==> src/common/cme_pkg.sv <==
// Constants and types for the core memory read-write controller.
// Assumes a single 40 MHz clock and a synchronous active-low reset.
package cme_pkg;
  // Clock period and documented times, in ns
  localparam int CLK_NS = 25;
  localparam int S_CYC_NS = 6400;
  localparam int S_ACC_NS = 4000;
  localparam int T_CYC_NS = 4400;
  localparam int T_ACC_NS = 2000;
  localparam int V_ACC_NS = 1000;
  localparam int STB_NS = 100;
  // Cycle counts derived from the times above
  localparam logic [8:0] S_CYC = 9'(S_CYC_NS / CLK_NS);
  localparam logic [8:0] S_ACC = 9'(S_ACC_NS / CLK_NS);
  localparam logic [8:0] T_CYC = 9'(T_CYC_NS / CLK_NS);
  localparam logic [8:0] T_ACC = 9'(T_ACC_NS / CLK_NS);
  localparam logic [8:0] V_ACC = 9'(V_ACC_NS / CLK_NS);
  localparam logic [8:0] STB_CYC = 9'((STB_NS + CLK_NS - 1) / CLK_NS);
  // Grid-to-regulator lead and inhibit-before-write lead, in cycles
  localparam logic [1:0] GRID_LEAD = 2'h2;
  localparam logic [8:0] INH_LEAD = 9'h004;
  // Word widths and layout
  localparam int W = 38;
  localparam int FF_W = 36;
  localparam int ST_W = 37;
  localparam int QUARTERS = 4;
  localparam int VSEL_HI = 6;
  localparam int VSEL_LO = 4;
  localparam logic [2:0] FF_XH_IDX = 3'h4;
  localparam logic [1:0] FF_LAST_ARITH = 2'h3;
  typedef enum logic [1:0] {
    CME_MEM_S = 2'b00,
    CME_MEM_T = 2'b01,
    CME_MEM_U = 2'b10,
    CME_MEM_V = 2'b11
  } cme_mem_t;
  typedef enum logic [2:0] {
    CME_IDLE = 3'b000,
    CME_CORE = 3'b001,
    CME_FF_RD = 3'b010,
    CME_FF_WR = 3'b011,
    CME_VST = 3'b100
  } cme_state_t;
endpackage : cme_pkg

==> src/rtl/cme_drv_group.sv <==
// One 16-line switch driver group: eight grid lines, two regulators.
// Assumes sel is a level from the sequencer on the same clock.
`timescale 1ns/100ps
module cme_drv_group
  import cme_pkg::*;
(
  input wire logic clk,
  input wire logic rst_n,
  input wire logic [3:0] line,
  input wire logic sel,
  output logic [7:0] grid_r,
  output logic [1:0] reg_r
);
  logic [1:0] lead_r;

  // Count how long the grid has been held before pulsing
  always_ff @(posedge clk) begin
    if (!rst_n) begin
      lead_r <= 2'h0;
    end else if (!sel) begin
      lead_r <= 2'h0;
    end else if (lead_r != GRID_LEAD) begin
      lead_r <= lead_r + 2'h1;
    end
  end

  // Grid held one cycle past the regulator so the pulse ends cleanly
  always_ff @(posedge clk) begin
    if (!rst_n) begin
      grid_r <= 8'h00;
    end else begin
      grid_r <= (sel || |reg_r) ? 8'h01 << line[2:0] : 8'h00;
    end
  end

  // Regulator 0 serves lines 0-7, regulator 1 lines 8-15
  always_ff @(posedge clk) begin
    if (!rst_n) begin
      reg_r <= 2'h0;
    end else if (sel && lead_r == GRID_LEAD) begin
      reg_r <= line[3] ? 2'b10 : 2'b01;
    end else begin
      reg_r <= 2'h0;
    end
  end
endmodule : cme_drv_group

==> src/rtl/cme_sense.sv <==
// Pin synchroniser and section merge for sense or digit outputs.
// Assumes asynchronous pin levels; NSEC sections make one bit.
`timescale 1ns/100ps
module cme_sense
  import cme_pkg::*;
#(
  parameter int BITS = W,
  parameter int NSEC = QUARTERS
) (
  input wire logic clk,
  input wire logic rst_n,
  input wire logic [BITS*NSEC-1:0] sec,
  output logic [BITS-1:0] bit_r
);
  logic [BITS*NSEC-1:0] m1_r;
  logic [BITS*NSEC-1:0] m2_r;
  logic [BITS-1:0] or_v;

  // Two-flop synchroniser; only m2_r is looked at
  always_ff @(posedge clk) begin
    if (!rst_n) begin
      m1_r <= '0;
      m2_r <= '0;
    end else begin
      m1_r <= sec;
      m2_r <= m1_r;
    end
  end

  // Any section high makes the bit a one
  always_comb begin
    for (int b = 0; b < BITS; b++) begin
      or_v[b] = |m2_r[b*NSEC +: NSEC];
    end
  end

  always_ff @(posedge clk) begin
    if (!rst_n) begin
      bit_r <= '0;
    end else begin
      bit_r <= or_v;
    end
  end
endmodule : cme_sense

==> src/rtl/cme_ctrl.sv <==
// Read-write control for the core and register memories.
// Assumes the control element issues one request at a time on clk.
`timescale 1ns/100ps
module cme_ctrl
  import cme_pkg::*;
(
  input wire logic clk,
  input wire logic rst_n,
  input wire logic req,
  input wire logic store,
  input wire cme_mem_t mem_sel,
  input wire logic [15:0] addr,
  input wire logic [W-1:0] wdata,
  output logic busy_r,
  output logic done_r,
  output logic parity_skip_r,
  output logic [W-1:0] memory_buffer_reg,
  output logic [FF_W-1:0] operand_reg,
  output logic [7:0] x_first_drive_grid,
  output logic [1:0] x_first_drive_reg,
  output logic [7:0] x_second_drive_grid,
  output logic [1:0] x_second_drive_reg,
  output logic [7:0] y_first_drive_grid,
  output logic [1:0] y_first_drive_reg,
  output logic [7:0] y_second_drive_grid,
  output logic [1:0] y_second_drive_reg,
  output logic [QUARTERS*W-1:0] s_inhibit_r,
  input wire logic [QUARTERS*W-1:0] s_sense,
  output logic [63:0] t_x_sel_r,
  output logic [63:0] t_y_sel_r,
  output logic t_bank_u_r,
  output logic t_read_r,
  output logic t_write_r,
  output logic [W-1:0] t_inhibit_r,
  input wire logic [W-1:0] t_sense,
  output logic [8:0] static_addr_r,
  output logic static_rd_r,
  input wire logic [ST_W-1:0] static_data
);
  cme_state_t st_r;
  cme_mem_t mem_r;
  logic [15:0] addr_r;
  logic store_r;
  logic [W-1:0] wdata_r;
  logic [8:0] cnt_r;
  logic [1:0] step_r;
  logic [8:0] cyc_len;
  logic [8:0] acc_len;
  logic strobe_r;
  logic wr_time_r;
  logic s_sel;
  logic tu;
  logic [W-1:0] s_bits;
  logic [W-1:0] t_bits;
  logic [ST_W-1:0] v_bits;
  logic [W-1:0] sensed;
  logic [FF_W-1:0] arith_r [0:3];
  logic [FF_W-1:0] exchange_hold_reg;
  logic [2:0] ff_idx;
  logic [1:0] quad;
  logic [7:0] lv1x, lv2x, lv1y, lv2y;
  logic [63:0] t_x_nxt, t_y_nxt;

  // Per-memory timing; the reserved memory shares the small one's
  always_comb begin
    unique case (mem_r)
      CME_MEM_S: begin
        cyc_len = S_CYC;
        acc_len = S_ACC;
      end
      CME_MEM_T, CME_MEM_U: begin
        cyc_len = T_CYC;
        acc_len = T_ACC;
      end
      CME_MEM_V: begin
        cyc_len = V_ACC;
        acc_len = V_ACC;
      end
    endcase
  end

  assign tu = (mem_r == CME_MEM_T) || (mem_r == CME_MEM_U);
  assign ff_idx = addr_r[2:0];
  assign quad = {addr_r[15], addr_r[7]};

  // Request intake; requests outside the idle state are ignored
  always_ff @(posedge clk) begin
    if (!rst_n) begin
      mem_r <= CME_MEM_S;
      addr_r <= 16'h0000;
      store_r <= 1'b0;
      wdata_r <= '0;
    end else if (req && st_r == CME_IDLE) begin
      mem_r <= mem_sel;
      addr_r <= addr;
      store_r <= store;
      wdata_r <= wdata;
    end
  end

  // Main sequencer: core cycles by count, register section by steps
  always_ff @(posedge clk) begin
    if (!rst_n) begin
      st_r <= CME_IDLE;
      cnt_r <= 9'h000;
      step_r <= 2'h0;
    end else begin
      cnt_r <= cnt_r + 9'h001;
      unique case (st_r)
        CME_IDLE: begin
          cnt_r <= 9'h000;
          step_r <= 2'h0;
          if (req && mem_sel != CME_MEM_V) begin
            st_r <= CME_CORE;
          end else if (req && addr[VSEL_HI:VSEL_LO] == 3'h0) begin
            st_r <= CME_FF_RD;
          end else if (req) begin
            st_r <= CME_VST;
          end
        end
        CME_CORE, CME_VST: begin
          if (cnt_r == cyc_len - 9'h001) begin
            st_r <= CME_IDLE;
          end
        end
        CME_FF_RD: begin
          step_r <= step_r + 2'h1;
          if (step_r == 2'h2) begin
            step_r <= 2'h0;
            st_r <= store_r ? CME_FF_WR : CME_IDLE;
          end
        end
        CME_FF_WR: begin
          step_r <= step_r + 2'h1;
          if (step_r == 2'h3) begin
            st_r <= CME_IDLE;
          end
        end
        default: st_r <= CME_IDLE;
      endcase
    end
  end

  // Busy and one-cycle done flag toward the control element
  always_ff @(posedge clk) begin
    if (!rst_n) begin
      busy_r <= 1'b0;
      done_r <= 1'b0;
      parity_skip_r <= 1'b0;
    end else begin
      done_r <= busy_r && st_r == CME_IDLE;
      busy_r <= (st_r != CME_IDLE) || req;
      // A request taken in the closing cycle keeps busy up: set wins
      if (busy_r && st_r == CME_IDLE && !req) begin
        busy_r <= 1'b0;
      end
      if (req && st_r == CME_IDLE) begin
        parity_skip_r <= mem_sel == CME_MEM_V;
      end
    end
  end

  // Strobe sits just before access; write timing from access to end
  always_ff @(posedge clk) begin
    if (!rst_n) begin
      strobe_r <= 1'b0;
      wr_time_r <= 1'b0;
    end else begin
      strobe_r <= (st_r == CME_CORE || st_r == CME_VST)
        && cnt_r >= acc_len - STB_CYC - 9'h001
        && cnt_r < acc_len - 9'h001;
      wr_time_r <= st_r == CME_CORE && cnt_r >= acc_len
        && cnt_r < cyc_len - 9'h001;
    end
  end

  // Sense and static data pins, synchronised and merged
  cme_sense #(.BITS(W), .NSEC(QUARTERS)) u_s_sense (
    .clk(clk), .rst_n(rst_n), .sec(s_sense), .bit_r(s_bits));
  cme_sense #(.BITS(W), .NSEC(1)) u_t_sense (
    .clk(clk), .rst_n(rst_n), .sec(t_sense), .bit_r(t_bits));
  cme_sense #(.BITS(ST_W), .NSEC(1)) u_v_sense (
    .clk(clk), .rst_n(rst_n), .sec(static_data), .bit_r(v_bits));

  always_comb begin
    unique case (mem_r)
      CME_MEM_S: sensed = s_bits;
      CME_MEM_T, CME_MEM_U: sensed = t_bits;
      CME_MEM_V: sensed = {1'b0, v_bits};
    endcase
  end

  // Buffer, exchange and arithmetic registers
  always_ff @(posedge clk) begin
    if (!rst_n) begin
      memory_buffer_reg <= '0;
      exchange_hold_reg <= '0;
      operand_reg <= '0;
      for (int i = 0; i < 4; i++) begin
        arith_r[i] <= '0;
      end
    end else if (req && st_r == CME_IDLE && mem_sel != CME_MEM_V) begin
      memory_buffer_reg <= '0; // Core cells read as zero unless sensed
    end else if (st_r == CME_CORE || st_r == CME_VST) begin
      if (strobe_r) begin
        memory_buffer_reg <= memory_buffer_reg | sensed;
      end
      if (st_r == CME_VST && cnt_r == 9'h000) begin
        memory_buffer_reg <= '0;
      end
      if (st_r == CME_CORE && cnt_r == acc_len && store_r) begin
        memory_buffer_reg <= wdata_r; // New word replaces the readout
      end
    end else if (st_r == CME_FF_RD) begin
      unique case (step_r)
        2'h0: memory_buffer_reg <= {2'b00, exchange_hold_reg};
        2'h1: begin
          if (ff_idx == FF_XH_IDX) begin
            exchange_hold_reg <= exchange_hold_reg;
          end else if (ff_idx[1:0] <= FF_LAST_ARITH && !ff_idx[2]) begin
            exchange_hold_reg <= arith_r[ff_idx[1:0]];
          end else begin
            exchange_hold_reg <= '0;
          end
        end
        2'h2: begin
          operand_reg <= exchange_hold_reg;
          exchange_hold_reg <= memory_buffer_reg[FF_W-1:0];
        end
        default: ;
      endcase
    end else if (st_r == CME_FF_WR) begin
      unique case (step_r)
        2'h0: memory_buffer_reg <= wdata_r;
        2'h1: exchange_hold_reg <= memory_buffer_reg[FF_W-1:0];
        2'h2: begin
          if (!ff_idx[2]) begin
            arith_r[ff_idx[1:0]] <= '0;
          end
        end
        2'h3: begin
          if (!ff_idx[2]) begin
            arith_r[ff_idx[1:0]] <= exchange_hold_reg;
          end
        end
      endcase
    end
  end

  // Large core: four 16-line driver groups on the two switches
  assign s_sel = st_r == CME_CORE && mem_r == CME_MEM_S
    && cnt_r < acc_len + INH_LEAD;
  cme_drv_group u_xf (.clk(clk), .rst_n(rst_n), .line(addr_r[7:4]),
    .sel(s_sel), .grid_r(x_first_drive_grid), .reg_r(x_first_drive_reg));
  cme_drv_group u_xs (.clk(clk), .rst_n(rst_n), .line(addr_r[3:0]),
    .sel(s_sel), .grid_r(x_second_drive_grid), .reg_r(x_second_drive_reg));
  cme_drv_group u_yf (.clk(clk), .rst_n(rst_n), .line(addr_r[15:12]),
    .sel(s_sel), .grid_r(y_first_drive_grid), .reg_r(y_first_drive_reg));
  cme_drv_group u_ys (.clk(clk), .rst_n(rst_n), .line(addr_r[11:8]),
    .sel(s_sel), .grid_r(y_second_drive_grid), .reg_r(y_second_drive_reg));

  // Inhibit per plane quarter on the large core, per plane on the small; zeros keep their cores from switching
  always_ff @(posedge clk) begin
    if (!rst_n) begin
      s_inhibit_r <= '0;
      t_inhibit_r <= '0;
    end else begin
      for (int b = 0; b < W; b++) begin
        for (int q = 0; q < QUARTERS; q++) begin
          s_inhibit_r[b*QUARTERS+q] <= wr_time_r && mem_r == CME_MEM_S
            && quad == 2'(q) && !memory_buffer_reg[b];
        end
      end
      t_inhibit_r <= (wr_time_r && tu) ? ~memory_buffer_reg : '0;
    end
  end

  // Small core two-level decode: 8 x 8 levels onto 64 drivers
  assign lv1x = 8'h01 << addr_r[5:3];
  assign lv2x = 8'h01 << addr_r[2:0];
  assign lv1y = 8'h01 << addr_r[11:9];
  assign lv2y = 8'h01 << addr_r[8:6];
  always_comb begin
    for (int i = 0; i < 64; i++) begin
      t_x_nxt[i] = lv1x[i/8] && lv2x[i%8];
      t_y_nxt[i] = lv1y[i/8] && lv2y[i%8];
    end
  end

  // Half-current read then write with inhibit on the small core
  always_ff @(posedge clk) begin
    if (!rst_n) begin
      t_x_sel_r <= 64'h0;
      t_y_sel_r <= 64'h0;
      t_bank_u_r <= 1'b0;
      t_read_r <= 1'b0;
      t_write_r <= 1'b0;
    end else begin
      t_x_sel_r <= (st_r == CME_CORE && tu) ? t_x_nxt : 64'h0;
      t_y_sel_r <= (st_r == CME_CORE && tu) ? t_y_nxt : 64'h0;
      t_bank_u_r <= st_r == CME_CORE && mem_r == CME_MEM_U;
      t_read_r <= st_r == CME_CORE && tu && cnt_r < acc_len;
      t_write_r <= st_r == CME_CORE && tu
        && cnt_r >= acc_len + INH_LEAD && cnt_r < cyc_len - 9'h001;
    end
  end

  // Static section word select, read level held to access time
  always_ff @(posedge clk) begin
    if (!rst_n) begin
      static_addr_r <= 9'h000;
      static_rd_r <= 1'b0;
    end else begin
      static_addr_r <= addr_r[8:0];
      static_rd_r <= st_r == CME_VST && cnt_r < acc_len - 9'h001;
    end
  end
endmodule : cme_ctrl

==> config.mk <==
export PLATFORM = sky130hd
export DESIGN_NAME = cme_ctrl
export DESIGN_NICKNAME = d
export VERILOG_FILES = /design/src/common/cme_pkg.sv /design/src/rtl/cme_drv_group.sv /design/src/rtl/cme_sense.sv /design/src/rtl/cme_ctrl.sv
export SDC_FILE = /design/constraint.sdc
export NUM_CORES = 2
export LEC_CHECK = 0
export BUFFER_PORTS_ARGS = -buffer_cell sky130_fd_sc_hd__buf_2
export CAP_MARGIN = 10
export CORE_MARGIN = 2
export CORE_UTILIZATION = 25
export DETAILED_ROUTE_END_ITERATION = 8
export PLACE_DENSITY_LB_ADDON = 0.12
export SETUP_SLACK_MARGIN = 0.02
export SYNTH_ARGS = -nofsm -noshare
export SYNTH_HDL_FRONTEND = slang
export SYNTH_SLANG_ARGS = --single-unit
==> constraint.sdc <==
create_clock -name clk -period 7.4 [get_ports clk]
set_clock_uncertainty 0.05 [all_clocks]
set_input_delay 0.74 -clock clk [delete_from_list [all_inputs] [get_ports clk]]
set_output_delay 0.74 -clock clk [all_outputs]
set_load 0.1 [all_outputs]
==> results.ini <==
[setup_path]
cp_data_required_time_ps = 7590
r2r_start = st_r[2]
worst_setup_path_start_kind = flop
cp-startpoint = st_r[2]
cp_max_fo = 59
crit_type = reg -> reg
cp-end-kind = flop
r2r_cells = 5
critPathArrivalTime_ps = 4830

[cts]
cts_tree = yes
cts_made_buffers = 146
clock_sinks = 1278
cts.repair.resized = 0
root_buffer = clkbuf_16
clkTransAtPathRegs_ps = 70
cts_buffer_depth = 3
postCtsSetupBuffers = 0
hold_buffers = 0
clk_latency_ps = 780
htreeDepth = 4

[synth]
synthTopCellsByCount = 1134 x dfxtp_1, 574 x nor2_1, 545 x and2_1
ys_top_cells_by_area = dfxtp_1 56%, edfxtp_1 11%, and2_1 8.4%, nor2_1 5.3%, nand2_1 3.4%
yosysTopAreaCell = dfxtp_1
synth_edf_count = 144
ys_types = 61
synthesis.nets = 4042
syn_area_per_cell_um2 = 10.86
synth_top_cell_area_share_pct = 56.15
synth_seq_cells = 1278
ys.flop_type = dfxtp_1
yosys_warnings = 0
synthCells = 3724
netlist_area_um2 = 40430
ys_seq_area_share_pct = 66.85
yosys.cell_count.top_type = dfxtp_1
async_flop_share_pct = 0

[die]
die_h_um = 406.1
initial_core_util_pct = 25.18
ios = 735
fp.coreArea_um2 = 160600
die_w_um = 406.1
rows = 147
dieArea_um2 = 164900

[drt]
drt-initial-drc-count = 1566
drtAntennaViolNets = 0
firstDrtPassIters = 6
routed_wl_um = 135700
drc_errors = 0
viasPerCell = 4.143
via_count = 27750
wl_per_cell_um = 20.26

[grt]
grt-ovfl-total = 0
grt_max_degree = 280
grt_pass1_wl_um = 191700
grt_antenna_before_repair = 40
track_usage_pct = 16.02
grt_pass1_vias = 27410

[final_layout]
regArea_um2 = 27030
top_regs = s_inhibit_r x152, u_s_sense.m1_r x152, u_s_sense.m2_r x152
multi_input_area_um2 = 12350
nets = 4737
fillCellCount = 16860
fin_cells = 6699
layout-drive-gt1-share_pct = 23.82
syn2layout_area_growth_pct = 26.70

[place]
hpwl_um = 95120
gp_congestion = 0.7782
dp.cells = 6431
portBuffers = 734

[timing]
tightest_slew_ps = 1217
timing.fmax_ghz = 0.2152
hold_violations = 0
finalSetupTns_ps = 0
rsz0062_at_grt = no
maxSlewHeadroom_pct = 18.02
min_period_ps = 4647
slew_violations = 0
fin_crit_sh_pct = 62.80
setup_viol = 0

[power_and_ir_drop]
ir_worst_vdd_mv = 0.2362
powerDensity_nw_per_um2 = 313.1
p_leak_nw = 21.52

[run]
maxCapViolations = 0

[min_path]
hold_start = s_sense[95]
min_path_type = in -> reg
whs_path_depth = 2

[status]
status = complete, no violations

[area by class of cell]
type	count	share of cell area [%]
Tap cell	2160	5.276
Sequential cell	1278	52.77
Clock inverter	39	1.021
Inverter	65	0.4910
Timing Repair Buffer	774	7.802
Multi-Input combinational cell	2154	24.11
Antenna cell	9	0.04397
Clock buffer	220	8.491
[critical path: stages (launching register included)]
cell,delay (ps)
dfxtp_1,490
or4b_4,980
o21ai_4,640
nor2_1,220
nand2_2,780
nand2_2,890
[through the flow]
stage	cell area, um2	power, W	hold slack (ps)	worst slack [ps]	utilization (%)
finish	51220	0.01604	129.8	2753	31.90
global route	51210	0.01670	77.40	2486	31.89
CTS	51200	0.01631	54.76	2566	31.89
detailed placement	46330	0.008938	366.9	2393	28.85
global placement	46320	0.008933	364.1	2448	28.85
floorplan	40430	0.008376	361.9	3344	-
[final timing paths]
kind / endpoint / slack, ps
setup / recovery: arith_r[0][1] / 2750
hold / removal: u_s_sense.m1_r[95] / 130
setup reg to reg: arith_r[0][1] / 2750
hold reg to reg: u_s_sense.m2_r[29] / 370
[metal layers]
metal,vias to the layer above,share of wire [%],global-route usage (%)
li1,13570,-,-
met1,13170,45,20.63
met2,785,45,25.55
met3,201,7.3,4.786
met4,24,2.6,5.250
met5,-,0.12,0
[kinds of logic (layout without fill, tap and decap cells)]
family                     Yosys count  after routing  share of synthesized area, %
AOI/OAI and AO/OA                  387            387                         6.270
xor gates and xnor gates            11             11                        0.2383
adders and majority gates           31             31                        0.9594
buffers and inverters              292           1098                         2.906
DFF                               1278           1278                         66.85
muxes                               74             74                         2.953
other                                1             10                      0.009276
and+or+nand+nor                   1650           1650                         19.81
[report_power, final]
part	switching, W	total (W)	internal (W)
sequential	0.000167	0.00742	0.00725
combinational	0.000938	0.00133	0.000394
clock	0.00294	0.00729	0.00435
[placed cells by master (no fill, tap or decap), types with 7 or more instances in the layout]
cell type,n
buf_4,39
a22oi_1,73
nor2_1,572
dfxtp_1,1132
a21bo_2,8
o211ai_1,8
buf_2,733
nor4_1,41
mux2i_1,36
and2_1,543
o21ai_0,81
edfxtp_1,144
and3_1,7
ha_1,28
mux4_2,36
nand2_1,362
nand3_1,16
clkbuf_8,29
nand2b_1,42
clkbuf_1,39
a221oi_1,7
a211oi_1,38
nor2b_1,10
diode_2,9
bufinv_16,8
nand2_2,9
clkinv_2,14
clkbuf_16,152
a21oi_1,119
nor3_1,8
a32o_1,30
inv_1,64
(Power assumes the default switching activity.)
